==> src/drp_pkg.sv <==
// Shared constants, field layouts and types of the ramp and profile bank
`default_nettype none
package drp_pkg;
   // -----------------------------------------------------------------
   // Register offsets
   // -----------------------------------------------------------------
   localparam logic [4:0] ADDR_BOUND = 5'h0B;
   localparam logic [4:0] ADDR_INCR = 5'h0C;
   localparam logic [4:0] ADDR_INTERVAL = 5'h0D;
   localparam logic [4:0] ADDR_SLOT_FIRST = 5'h0E;
   localparam logic [4:0] ADDR_SLOT_LAST = 5'h15;
   localparam logic [4:0] ADDR_MEM_PORT = 5'h16;
   // -----------------------------------------------------------------
   // Control word bit positions
   // -----------------------------------------------------------------
   localparam int CF1_MEM_ENABLE = 31;
   localparam int CF1_AUTO_LSB = 17;
   localparam int CF1_AUTO_W = 4;
   localparam int CF2_SWEEP_ENABLE = 19;
   localparam int CF2_TONE_INHIBIT = 4;
   // -----------------------------------------------------------------
   // Field positions (lsb and width)
   // -----------------------------------------------------------------
   localparam int HI_LSB = 32;
   localparam int LO_LSB = 0;
   localparam int HALF_W = 32;
   localparam int RATE_NEG_LSB = 16;
   localparam int RATE_POS_LSB = 0;
   localparam int RATE_W = 16;
   localparam int TONE_AMP_LSB = 48;
   localparam int TONE_AMP_W = 14;
   localparam int TONE_PHASE_LSB = 32;
   localparam int TONE_PHASE_W = 16;
   localparam int TONE_FREQ_LSB = 0;
   localparam int TONE_FREQ_W = 32;
   localparam int MEM_RATE_LSB = 40;
   localparam int MEM_RATE_W = 16;
   localparam int MEM_END_LSB = 30;
   localparam int MEM_START_LSB = 14;
   localparam int MEM_AW = 10;
   localparam int MEM_NO_DWELL_BIT = 5;
   localparam int MEM_ZERO_CROSS_BIT = 3;
   localparam int MEM_MODE_LSB = 0;
   localparam int MEM_MODE_W = 3;
   // -----------------------------------------------------------------
   // Reset values, writable masks and memory modes
   // -----------------------------------------------------------------
   localparam logic [63:0] REG_RESET = 64'h0000_0000_0000_0000;
   localparam logic [31:0] WORD_RESET = 32'h0000_0000;
   localparam logic [2:0] SLOT_RESET = 3'h0;
   localparam logic [63:0] MASK_FULL = 64'hFFFF_FFFF_FFFF_FFFF;
   localparam logic [63:0] MASK_WORD = 64'h0000_0000_FFFF_FFFF;
   localparam logic [63:0] MASK_SLOT = 64'h3FFF_FFFF_FFFF_FFFF;
   localparam logic [63:0] MASK_NONE = 64'h0000_0000_0000_0000;
   localparam logic [2:0] MEM_MODE_DIRECT = 3'h0;
   localparam logic [2:0] MEM_MODE_RAMP_UP = 3'h1;

   // Memory load sequencer states
   typedef enum logic [2:0] {
      MEM_IDLE = 3'h1,
      MEM_ACTIVE = 3'h2,
      MEM_FULL = 3'h4
   } drp_mem_state_e;

   // Writable bits of each offset; zero means not in this bank
   function automatic logic [63:0] field_mask(input logic [4:0] addr);
      logic [63:0] m;
      m = MASK_NONE;
      if (addr == ADDR_BOUND || addr == ADDR_INCR) begin
         m = MASK_FULL;
      end else if (addr == ADDR_INTERVAL || addr == ADDR_MEM_PORT) begin
         m = MASK_WORD;
      end else if (addr >= ADDR_SLOT_FIRST && addr <= ADDR_SLOT_LAST) begin
         m = MASK_SLOT;
      end
      return m;
   endfunction
endpackage
`default_nettype wire

==> src/drp_pin_sync.sv <==
// Two-stage synchroniser for the profile select pins
`default_nettype none
module drp_pin_sync (
   input wire logic CLK,
   input wire logic SYS_RST,
   input wire logic [2:0] pin_in,
   output logic [2:0] pin_sync
);
   logic [2:0] stage1_ff;
   logic [2:0] stage2_ff;

   // First stage feeds only the second stage
   always_ff @(posedge CLK) begin
      if (SYS_RST) begin
         stage1_ff <= drp_pkg::SLOT_RESET;
         stage2_ff <= drp_pkg::SLOT_RESET;
      end else begin
         stage1_ff <= pin_in;
         stage2_ff <= stage1_ff;
      end
   end

   assign pin_sync = stage2_ff;
endmodule // drp_pin_sync
`default_nettype wire

==> src/drp_slot_decode.sv <==
// Splits one profile word into its tone and memory control fields
`default_nettype none
module drp_slot_decode (
   input wire logic [63:0] word,
   output logic [13:0] amp,
   output logic [15:0] phase,
   output logic [31:0] freq,
   output logic [15:0] step_rate,
   output logic [9:0] end_addr,
   output logic [9:0] start_addr,
   output logic no_dwell,
   output logic zero_cross,
   output logic [2:0] mode
);
   // Tone layout fields
   assign amp = word[drp_pkg::TONE_AMP_LSB +: drp_pkg::TONE_AMP_W];
   assign phase = word[drp_pkg::TONE_PHASE_LSB +: drp_pkg::TONE_PHASE_W];
   assign freq = word[drp_pkg::TONE_FREQ_LSB +: drp_pkg::TONE_FREQ_W];

   // Memory control fields; open bits are simply not picked up
   assign step_rate = word[drp_pkg::MEM_RATE_LSB +: drp_pkg::MEM_RATE_W];
   assign end_addr = word[drp_pkg::MEM_END_LSB +: drp_pkg::MEM_AW];
   assign start_addr = word[drp_pkg::MEM_START_LSB +: drp_pkg::MEM_AW];
   assign no_dwell = word[drp_pkg::MEM_NO_DWELL_BIT];
   assign zero_cross = word[drp_pkg::MEM_ZERO_CROSS_BIT];
   assign mode = word[drp_pkg::MEM_MODE_LSB +: drp_pkg::MEM_MODE_W];
endmodule // drp_slot_decode
`default_nettype wire

==> src/drp_regs.sv <==
// Ramp, profile and waveform memory port register bank
`default_nettype none
module drp_regs (
   input wire logic CLK,
   input wire logic SYS_RST,
   input wire logic REG_WR_EN,
   input wire logic REG_RD_EN,
   input wire logic [4:0] REG_ADDR,
   input wire logic [63:0] REG_WDATA,
   output logic [63:0] REG_RDATA,
   output logic REG_ADDR_MISS,
   input wire logic [31:0] CTRL_WORD_ONE,
   input wire logic [31:0] CTRL_WORD_TWO,
   input wire logic [2:0] PROFILE_PINS,
   input wire logic [2:0] AUTO_PROFILE,
   output logic SWEEP_ENABLED,
   output logic [31:0] RAMP_UPPER,
   output logic [31:0] RAMP_LOWER,
   output logic [31:0] RAMP_DEC_STEP,
   output logic [31:0] RAMP_INC_STEP,
   output logic [15:0] RAMP_NEG_RATE,
   output logic [15:0] RAMP_POS_RATE,
   output logic [2:0] ACTIVE_PROFILE,
   output logic TONE_LAYOUT,
   output logic MEM_LAYOUT,
   output logic [13:0] TONE_AMPLITUDE,
   output logic [15:0] TONE_PHASE,
   output logic [31:0] TONE_FREQ,
   output logic [15:0] MEM_STEP_RATE,
   output logic [9:0] MEM_END_ADDR,
   output logic [9:0] MEM_START_ADDR,
   output logic [2:0] MEM_MODE,
   output logic MEM_NO_DWELL,
   output logic MEM_ZERO_CROSS,
   output logic MEM_WR_EN,
   output logic [9:0] MEM_WR_ADDR,
   output logic [31:0] MEM_WR_DATA,
   output logic MEM_XFER_DONE
);
   // -----------------------------------------------------------------
   // Declarations
   // -----------------------------------------------------------------
   logic [63:0] bound_ff;
   logic [63:0] incr_ff;
   logic [31:0] interval_ff;
   logic [63:0] slot_ff [8];
   logic [31:0] mem_word_ff;
   logic [63:0] wr_mask;
   logic [63:0] wr_val;
   logic [2:0] wr_slot;
   logic wr_is_slot;
   logic [2:0] pins_sync;
   logic sweep_c;
   logic mem_c;
   logic tone_c;
   logic auto_sel;
   logic [2:0] nxt_active;
   logic [2:0] active_ff;
   logic [63:0] act_word;
   logic [13:0] d_amp;
   logic [15:0] d_phase;
   logic [31:0] d_freq;
   logic [15:0] d_rate;
   logic [9:0] d_end;
   logic [9:0] d_start;
   logic d_no_dwell;
   logic d_zero;
   logic [2:0] d_mode;
   drp_pkg::drp_mem_state_e mem_state_ff;
   drp_pkg::drp_mem_state_e nxt_mem_state;
   logic [9:0] ptr_ff;
   logic [9:0] wr_ptr;
   logic mem_take;
   logic rearm_c;

   // -----------------------------------------------------------------
   // Pin synchroniser and active slot decoder
   // -----------------------------------------------------------------
   drp_pin_sync u_pin_sync (
      .CLK(CLK),
      .SYS_RST(SYS_RST),
      .pin_in(PROFILE_PINS),
      .pin_sync(pins_sync)
   );

   drp_slot_decode u_slot_decode (
      .word(act_word),
      .amp(d_amp),
      .phase(d_phase),
      .freq(d_freq),
      .step_rate(d_rate),
      .end_addr(d_end),
      .start_addr(d_start),
      .no_dwell(d_no_dwell),
      .zero_cross(d_zero),
      .mode(d_mode)
   );

   // -----------------------------------------------------------------
   // Write decode
   // -----------------------------------------------------------------
   // Mask strips open bits before anything is stored
   assign wr_mask = drp_pkg::field_mask(REG_ADDR);
   assign wr_val = REG_WDATA & wr_mask;
   assign wr_slot = 3'(REG_ADDR - drp_pkg::ADDR_SLOT_FIRST);
   assign wr_is_slot = REG_WR_EN && REG_ADDR >= drp_pkg::ADDR_SLOT_FIRST &&
                       REG_ADDR <= drp_pkg::ADDR_SLOT_LAST;

   // Ramp registers keep their value until rewritten
   always_ff @(posedge CLK) begin
      if (SYS_RST) begin
         bound_ff <= drp_pkg::REG_RESET;
         incr_ff <= drp_pkg::REG_RESET;
         interval_ff <= drp_pkg::WORD_RESET;
      end else if (REG_WR_EN) begin
         if (REG_ADDR == drp_pkg::ADDR_BOUND) begin
            bound_ff <= wr_val;
         end
         if (REG_ADDR == drp_pkg::ADDR_INCR) begin
            incr_ff <= wr_val;
         end
         if (REG_ADDR == drp_pkg::ADDR_INTERVAL) begin
            interval_ff <= wr_val[31:0];
         end
      end
   end

   // Eight profile slots, one offset each
   always_ff @(posedge CLK) begin
      if (SYS_RST) begin
         for (int i = 0; i < 8; i++) begin
            slot_ff[i] <= drp_pkg::REG_RESET;
         end
      end else if (wr_is_slot) begin
         slot_ff[wr_slot] <= wr_val;
      end
   end

   // Last word sent through the memory port, read back by software
   always_ff @(posedge CLK) begin
      if (SYS_RST) begin
         mem_word_ff <= drp_pkg::WORD_RESET;
      end else if (REG_WR_EN && REG_ADDR == drp_pkg::ADDR_MEM_PORT) begin
         mem_word_ff <= wr_val[31:0];
      end
   end

   // -----------------------------------------------------------------
   // Read path
   // -----------------------------------------------------------------
   // Read data is valid the cycle after the read strobe
   always_ff @(posedge CLK) begin
      if (SYS_RST) begin
         REG_RDATA <= drp_pkg::REG_RESET;
         REG_ADDR_MISS <= 1'b0;
      end else begin
         REG_ADDR_MISS <= (REG_WR_EN || REG_RD_EN) &&
                          drp_pkg::field_mask(REG_ADDR) == drp_pkg::MASK_NONE;
         if (REG_RD_EN) begin
            case (REG_ADDR)
               drp_pkg::ADDR_BOUND: REG_RDATA <= bound_ff;
               drp_pkg::ADDR_INCR: REG_RDATA <= incr_ff;
               drp_pkg::ADDR_INTERVAL: REG_RDATA <= {32'h0, interval_ff};
               drp_pkg::ADDR_MEM_PORT: REG_RDATA <= {32'h0, mem_word_ff};
               default: begin
                  if (wr_is_slot || REG_ADDR >= drp_pkg::ADDR_SLOT_FIRST &&
                      REG_ADDR <= drp_pkg::ADDR_SLOT_LAST) begin
                     REG_RDATA <= slot_ff[wr_slot];
                  end else begin
                     REG_RDATA <= drp_pkg::REG_RESET;
                  end
               end
            endcase
         end
      end
   end

   // -----------------------------------------------------------------
   // Mode decode and ramp outputs
   // -----------------------------------------------------------------
   assign sweep_c = CTRL_WORD_TWO[drp_pkg::CF2_SWEEP_ENABLE];
   assign mem_c = CTRL_WORD_ONE[drp_pkg::CF1_MEM_ENABLE];
   assign tone_c = !mem_c && !sweep_c &&
                   !CTRL_WORD_TWO[drp_pkg::CF2_TONE_INHIBIT];

   // Ramp values reach the sweep generator only while it is enabled
   always_ff @(posedge CLK) begin
      if (SYS_RST || !sweep_c) begin
         SWEEP_ENABLED <= 1'b0;
         RAMP_UPPER <= drp_pkg::WORD_RESET;
         RAMP_LOWER <= drp_pkg::WORD_RESET;
         RAMP_DEC_STEP <= drp_pkg::WORD_RESET;
         RAMP_INC_STEP <= drp_pkg::WORD_RESET;
         RAMP_NEG_RATE <= 16'h0000;
         RAMP_POS_RATE <= 16'h0000;
      end else begin
         SWEEP_ENABLED <= 1'b1;
         RAMP_UPPER <= bound_ff[drp_pkg::HI_LSB +: drp_pkg::HALF_W];
         RAMP_LOWER <= bound_ff[drp_pkg::LO_LSB +: drp_pkg::HALF_W];
         RAMP_DEC_STEP <= incr_ff[drp_pkg::HI_LSB +: drp_pkg::HALF_W];
         RAMP_INC_STEP <= incr_ff[drp_pkg::LO_LSB +: drp_pkg::HALF_W];
         RAMP_NEG_RATE <= interval_ff[drp_pkg::RATE_NEG_LSB +: drp_pkg::RATE_W];
         RAMP_POS_RATE <= interval_ff[drp_pkg::RATE_POS_LSB +: drp_pkg::RATE_W];
      end
   end

   // -----------------------------------------------------------------
   // Active profile selection
   // -----------------------------------------------------------------
   assign auto_sel = mem_c &&
      CTRL_WORD_ONE[drp_pkg::CF1_AUTO_LSB +: drp_pkg::CF1_AUTO_W] != 4'h0;
   assign nxt_active = auto_sel ? AUTO_PROFILE : pins_sync;
   assign act_word = slot_ff[active_ff];
   assign ACTIVE_PROFILE = active_ff;

   // Registered choice of the slot in force
   always_ff @(posedge CLK) begin
      if (SYS_RST) begin
         active_ff <= drp_pkg::SLOT_RESET;
      end else begin
         active_ff <= nxt_active;
      end
   end

   // Layout flags and fields of the active slot
   always_ff @(posedge CLK) begin
      if (SYS_RST) begin
         TONE_LAYOUT <= 1'b0;
         MEM_LAYOUT <= 1'b0;
         TONE_AMPLITUDE <= 14'h0000;
         TONE_PHASE <= 16'h0000;
         TONE_FREQ <= drp_pkg::WORD_RESET;
         MEM_STEP_RATE <= 16'h0000;
         MEM_END_ADDR <= 10'h000;
         MEM_START_ADDR <= 10'h000;
         MEM_MODE <= drp_pkg::MEM_MODE_DIRECT;
         MEM_NO_DWELL <= 1'b0;
         MEM_ZERO_CROSS <= 1'b0;
      end else begin
         TONE_LAYOUT <= tone_c;
         MEM_LAYOUT <= mem_c;
         TONE_AMPLITUDE <= tone_c ? d_amp : 14'h0000;
         TONE_PHASE <= tone_c ? d_phase : 16'h0000;
         TONE_FREQ <= tone_c ? d_freq : drp_pkg::WORD_RESET;
         MEM_STEP_RATE <= mem_c ? d_rate : 16'h0000;
         MEM_END_ADDR <= mem_c ? d_end : 10'h000;
         MEM_START_ADDR <= mem_c ? d_start : 10'h000;
         MEM_MODE <= mem_c ? d_mode : drp_pkg::MEM_MODE_DIRECT;
         MEM_NO_DWELL <= mem_c && d_no_dwell &&
                         d_mode == drp_pkg::MEM_MODE_RAMP_UP;
         MEM_ZERO_CROSS <= mem_c && d_zero &&
                           d_mode == drp_pkg::MEM_MODE_DIRECT;
      end
   end

   // -----------------------------------------------------------------
   // Waveform memory load sequencer
   // -----------------------------------------------------------------
   // A slot write or a change of active slot restarts the load
   assign rearm_c = wr_is_slot || nxt_active != active_ff;
   assign mem_take = REG_WR_EN && REG_ADDR == drp_pkg::ADDR_MEM_PORT &&
                     mem_state_ff != drp_pkg::MEM_FULL;
   assign wr_ptr = (mem_state_ff == drp_pkg::MEM_IDLE) ? d_start : ptr_ff;
   assign MEM_XFER_DONE = mem_state_ff == drp_pkg::MEM_FULL;

   // Next state: count runs from start to end, wrapping the address
   always_comb begin
      nxt_mem_state = mem_state_ff;
      case (mem_state_ff)
         drp_pkg::MEM_IDLE: begin
            if (mem_take) begin
               nxt_mem_state = (d_start == d_end) ? drp_pkg::MEM_FULL :
                               drp_pkg::MEM_ACTIVE;
            end
         end
         drp_pkg::MEM_ACTIVE: begin
            if (mem_take && ptr_ff == d_end) begin
               nxt_mem_state = drp_pkg::MEM_FULL;
            end
         end
         drp_pkg::MEM_FULL: nxt_mem_state = drp_pkg::MEM_FULL;
         default: nxt_mem_state = drp_pkg::MEM_IDLE;
      endcase
      if (rearm_c) begin
         nxt_mem_state = drp_pkg::MEM_IDLE;
      end
   end

   // Sequencer state and address pointer
   always_ff @(posedge CLK) begin
      if (SYS_RST) begin
         mem_state_ff <= drp_pkg::MEM_IDLE;
         ptr_ff <= 10'h000;
      end else begin
         mem_state_ff <= nxt_mem_state;
         if (mem_take) begin
            ptr_ff <= wr_ptr + 10'h001;
         end
      end
   end

   // One write pulse per accepted word toward the waveform memory
   always_ff @(posedge CLK) begin
      if (SYS_RST) begin
         MEM_WR_EN <= 1'b0;
         MEM_WR_ADDR <= 10'h000;
         MEM_WR_DATA <= drp_pkg::WORD_RESET;
      end else begin
         MEM_WR_EN <= mem_take;
         if (mem_take) begin
            MEM_WR_ADDR <= wr_ptr;
            MEM_WR_DATA <= REG_WDATA[31:0];
         end
      end
   end

   // -----------------------------------------------------------------
   // Checks
   // -----------------------------------------------------------------
   chk_ramp_gate: assert property (
      @(posedge CLK) disable iff (SYS_RST)
      !sweep_c |=> !SWEEP_ENABLED && RAMP_UPPER == 32'h0 &&
                   RAMP_INC_STEP == 32'h0 && RAMP_POS_RATE == 16'h0)
      else $error("ramp outputs active while sweep disabled");

   chk_bound_split: assert property (
      @(posedge CLK) disable iff (SYS_RST)
      (REG_WR_EN && REG_ADDR == drp_pkg::ADDR_BOUND && sweep_c) ##1 sweep_c
      |=> RAMP_UPPER == $past(REG_WDATA[63:32], 2) &&
          RAMP_LOWER == $past(REG_WDATA[31:0], 2))
      else $error("bound halves misplaced");

   chk_step_split: assert property (
      @(posedge CLK) disable iff (SYS_RST)
      sweep_c |=> RAMP_DEC_STEP == $past(incr_ff[63:32]) &&
                  RAMP_INC_STEP == $past(incr_ff[31:0]))
      else $error("step halves misplaced");

   chk_rate_split: assert property (
      @(posedge CLK) disable iff (SYS_RST)
      sweep_c |=> {RAMP_NEG_RATE, RAMP_POS_RATE} == $past(interval_ff))
      else $error("interval halves misplaced");

   chk_slot_store: assert property (
      @(posedge CLK) disable iff (SYS_RST)
      (REG_WR_EN && REG_ADDR == drp_pkg::ADDR_SLOT_LAST)
      |=> slot_ff[7] == ($past(REG_WDATA) & drp_pkg::MASK_SLOT))
      else $error("last slot not stored");

   chk_layout_mem: assert property (
      @(posedge CLK) disable iff (SYS_RST)
      mem_c |=> MEM_LAYOUT && !TONE_LAYOUT)
      else $error("memory layout not selected");

   chk_layout_tone: assert property (
      @(posedge CLK) disable iff (SYS_RST)
      TONE_LAYOUT |-> !$past(mem_c) && !$past(sweep_c) &&
                      !$past(CTRL_WORD_TWO[drp_pkg::CF2_TONE_INHIBIT]))
      else $error("tone layout with a blocking bit set");

   chk_pin_select: assert property (
      @(posedge CLK) disable iff (SYS_RST)
      !$past(auto_sel) && !$past(SYS_RST) && !$past(SYS_RST, 2) &&
      !$past(SYS_RST, 3)
      |-> ACTIVE_PROFILE == $past(PROFILE_PINS, 3))
      else $error("active profile does not follow pins");

   chk_auto_select: assert property (
      @(posedge CLK) disable iff (SYS_RST)
      auto_sel |=> ACTIVE_PROFILE == $past(AUTO_PROFILE))
      else $error("automatic profile not applied");

   chk_tone_fields: assert property (
      @(posedge CLK) disable iff (SYS_RST)
      tone_c |=> TONE_FREQ == $past(act_word[31:0]) &&
                 TONE_AMPLITUDE == $past(act_word[61:48]))
      else $error("tone fields wrong");

   chk_mem_fields: assert property (
      @(posedge CLK) disable iff (SYS_RST)
      mem_c |=> MEM_END_ADDR == $past(act_word[39:30]) &&
                MEM_START_ADDR == $past(act_word[23:14]))
      else $error("memory address fields wrong");

   chk_no_dwell: assert property (
      @(posedge CLK) disable iff (SYS_RST)
      MEM_NO_DWELL |-> MEM_MODE == drp_pkg::MEM_MODE_RAMP_UP && MEM_LAYOUT)
      else $error("no-dwell outside ramp-up mode");

   chk_zero_cross: assert property (
      @(posedge CLK) disable iff (SYS_RST)
      MEM_ZERO_CROSS |-> MEM_MODE == drp_pkg::MEM_MODE_DIRECT && MEM_LAYOUT)
      else $error("zero-crossing outside direct switch");

   chk_mem_stop: assert property (
      @(posedge CLK) disable iff (SYS_RST)
      MEM_XFER_DONE && !rearm_c |=> !MEM_WR_EN)
      else $error("memory write past end address");

   chk_open_bits: assert property (
      @(posedge CLK) disable iff (SYS_RST)
      (REG_RD_EN && REG_ADDR == drp_pkg::ADDR_SLOT_FIRST)
      |=> REG_RDATA[63:62] == 2'h0)
      else $error("open profile bits read back set");

   chk_reg_hold: assert property (
      @(posedge CLK) disable iff (SYS_RST)
      !(REG_WR_EN && REG_ADDR == drp_pkg::ADDR_BOUND) |=> $stable(bound_ff))
      else $error("bound register changed without a write");
endmodule // drp_regs
`default_nettype wire

==> config.mk <==
export PLATFORM = sky130hd
export DESIGN_NAME = drp_regs
export DESIGN_NICKNAME = d
export VERILOG_FILES = /design/src/drp_pkg.sv /design/src/drp_pin_sync.sv /design/src/drp_slot_decode.sv /design/src/drp_regs.sv
export SDC_FILE = /design/constraint.sdc
export NUM_CORES = 2
export LEC_CHECK = 0
export BUFFER_PORTS_ARGS = -buffer_cell sky130_fd_sc_hd__buf_4
export CORE_MARGIN = 4
export CORE_UTILIZATION = 50
export CTS_CLUSTER_DIAMETER = 60
export DETAILED_ROUTE_END_ITERATION = 6
export GPL_TIMING_DRIVEN = 0
export PLACE_DENSITY_LB_ADDON = 0.08
export SLEW_MARGIN = 0
export SYNTH_ARGS = -nofsm -noshare
export SYNTH_HDL_FRONTEND = slang
export SYNTH_HIERARCHICAL = 1
export SYNTH_SLANG_ARGS = --single-unit
==> constraint.sdc <==
create_clock -name CLK -period 13.9 [get_ports CLK]
set_input_delay 2.78 -clock CLK [delete_from_list [all_inputs] [get_ports CLK]]
set_output_delay 2.78 -clock CLK [all_outputs]
set_load 0.02 [all_outputs]
==> run metrics <==
Max Cap Viol 0; post-CTS setup buffer count 0; share of cells above drive strength 1 0.269; Flop pwr share 0.470; Most Frequent Cell on Critical Path buf_4; CTS buffer count about 120; routed len/inst 28.5 um; P_int around 5700 uW; multi-input logic area approximately 0.018 mm2; number of core rows approximately 110; gpl congestion around 0.9; Reg clk slew, reported paths roughly 0.060 ns; total power around 7600 uW; Worst VDD drop 0.0000985 V; Relative slew margins 0.0884; PortBufs 462; reg2reg end mem_state_ff[1]$_SDFFE_PP0P_; Pwr Density ~130 mW/mm2; worst path cell trace buf_4 -> buf_4 -> buf_4 -> clkbuf_1 -> inv_1 -> ha_1 -> clkbuf_1 -> buf_1 -> mux2i_1 -> nor2_1 -> o221a_2; dpl cells around 5600; Final Setup Violations 0; Fillers a little under 8000; worst r2r src ACTIVE_PROFILE[1]$_SDFF_PP0_; Placement Setup Slack 6.66 ns; Leakage Power 0.0217 uW; largest net degree at the start of global routing 44; Final Max Tran Viols 0; Post-CTS Hold Fix Bufs 0; Sw Pwr around 1900 uW; num ports ~520; # nets final 4636; Switching Share 0.245; grt total ovfl 0; WP data required between 10 and 15 ns; area delta synth->final 19.9%; Comb power frac 0.099; synthesized net count 4042; final worst slack 7.54 ns; Clk pwr share 0.431; slowest stage cell, crit path buf_1; hold_sp mem_word_ff[27]$_SDFFE_PP0N_; crit-path max FO 10; FF/Latch Area roughly 0.027 mm2; Crit Path Class primary input to flop; Clk Tree Root Cell clkbuf_16; RSZ-0062 raised after global routing no; DRC Markers 0; r2r setup slk 9.40 ns; Die W 316 um; Avg Synthesized Cell Area roughly 12 um2; most frequent cells in the layout and2_1, dfxtp_1, buf_4; Syn. warnings 6; hold path depth 2; Starting Density 0.507; period utilization 0.458; CP arrival a little under 7 ns; routed wire length ~170000 um; TritonCTS clock tree yes; Fin. Hold Viols 0; Period minus WS final 6.36 ns; Post-Layout Cell Count between 5000 and 6000; Fmax approximately 160 MHz; crit end category flop; CP peak stage delay about 0.85 ns; Worst Hold Class flop to flop; Post-Syn Area 0.0476 mm2; setup TNS 0 ns; Syn Inst Count a little under 4000; die height 316 um; DRT Pass-1 Iters 6; maximum clock path buffer count 3; antenna violations before repair 9; crit start category primary input; GRT Overall Usage 0.326; clock sink count between 1000 and 1500; Worst Skew between 0.01 and 0.015 ns; Routed Antenna Nets 0; dpl hpwl 118000 um; CTS resizes 0; status finished clean; H-tree levels 3; CORE AREA around 0.094 mm2; Die ar. about 0.10 mm2; vias in the first global route about 34000; Iteration-0 DRC Markers about 4400; clock latency on the worst-skew pair between 0.7 and 0.8 ns; Hold EP mem_word_ff[27]$_SDFFE_PP0N_; vias about 35000; final core occ 0.608; global-route wire length before repair 236000 um; Slew @ Worst Pin ~1.4 ns; post-DR vias/cell 5.94; reg2reg path depth 12; most common cell after layout, fill and taps aside and2_1
worst max-delay path, delay by kind of cell:
family                   cells  cell delay [ns]
adder cells (fa/ha/maj)      1             0.33
multiplexers                 1             0.46
buffers and inverters        7             3.02
AND/OR/NAND/NOR              1             0.09
AO/OA/AOI/OAI                1             0.24
layer usage:
metal  GRT usage  part of all wire
met1       0.452              0.40
met2       0.495              0.45
met3      0.0814              0.11
met4       0.132             0.043
met5           0           0.00043
registers in the layout, indices dropped and copies added, names as in the netlist, 32 cells and up:
name / count
MEM_WR_DATA: 32
mem_word_ff: 32
RAMP_DEC_STEP: 32
TONE_FREQ: 32
REG_RDATA: 64
interval_ff: 32
slot_ff: 512
incr_ff: 64
bound_ff: 64
RAMP_UPPER: 32
RAMP_INC_STEP: 32
RAMP_LOWER: 32
worst max-delay path by stage:
stage / slack, ns / from / endpoint / depth (start not counted)
finish: 7.54 / REG_ADDR[1] / REG_RDATA[5]$_SDFFE_PP0P_ / 11
global route: 7.48 / REG_ADDR[1] / REG_RDATA[5]$_SDFFE_PP0P_ / 11
CTS: 7.42 / SYS_RST / slot_ff[4][18]$_SDFFCE_PN0P_ / 7
detailed placement: 6.66 / SYS_RST / slot_ff[4][19]$_SDFFCE_PN0P_ / 7
global placement: 4.76 / SYS_RST / slot_ff[7][9]$_SDFFCE_PN0P_ / 6
floorplan: 7.64 / REG_ADDR[1] / slot_ff[3][0]$_SDFFCE_PN0P_ / 9
final cells by class:
| cell class | instances | share of cell area |
|---|---|---|
| flip-flops and latches | 1100 | 0.476 |
| multi-input cells | 2364 | 0.322 |
| repair buffers | 474 | 0.0655 |
| clock buffers | 170 | 0.0621 |
| plain buffers | 421 | 0.0368 |
| well taps | 1254 | 0.0275 |
| clock inverters | 56 | 0.00945 |
| inverters | 8 | 0.000526 |
| diodes | 4 | 0.000175 |
metrics by stage:
| step | instance area, um2 | hold WS (ns) |
|---|---|---|
| 4_1_cts | 57000 | 0.454 |
| 3_5_place_dp | 52900 | 0.436 |
| 2_1_floorplan | 47600 | 0.414 |
| 6_report | 57000 | 0.455 |
| 5_1_grt | 57000 | 0.460 |
| 3_3_place_gp | 52600 | 0.442 |
power groups by stage:
stage / Combinational (uW) / Clock [uW] / Sequential (uW)
after detailed placement: 742 / 0 / 3630
after global placement: 728 / 0 / 3630
after global routing: 788 / 3420 / 3570
after floorplan: 417 / 0 / 3640
after CTS: 744 / 3280 / 3560
final: 752 / 3270 / 3560
(Power assumes the default switching activity.)
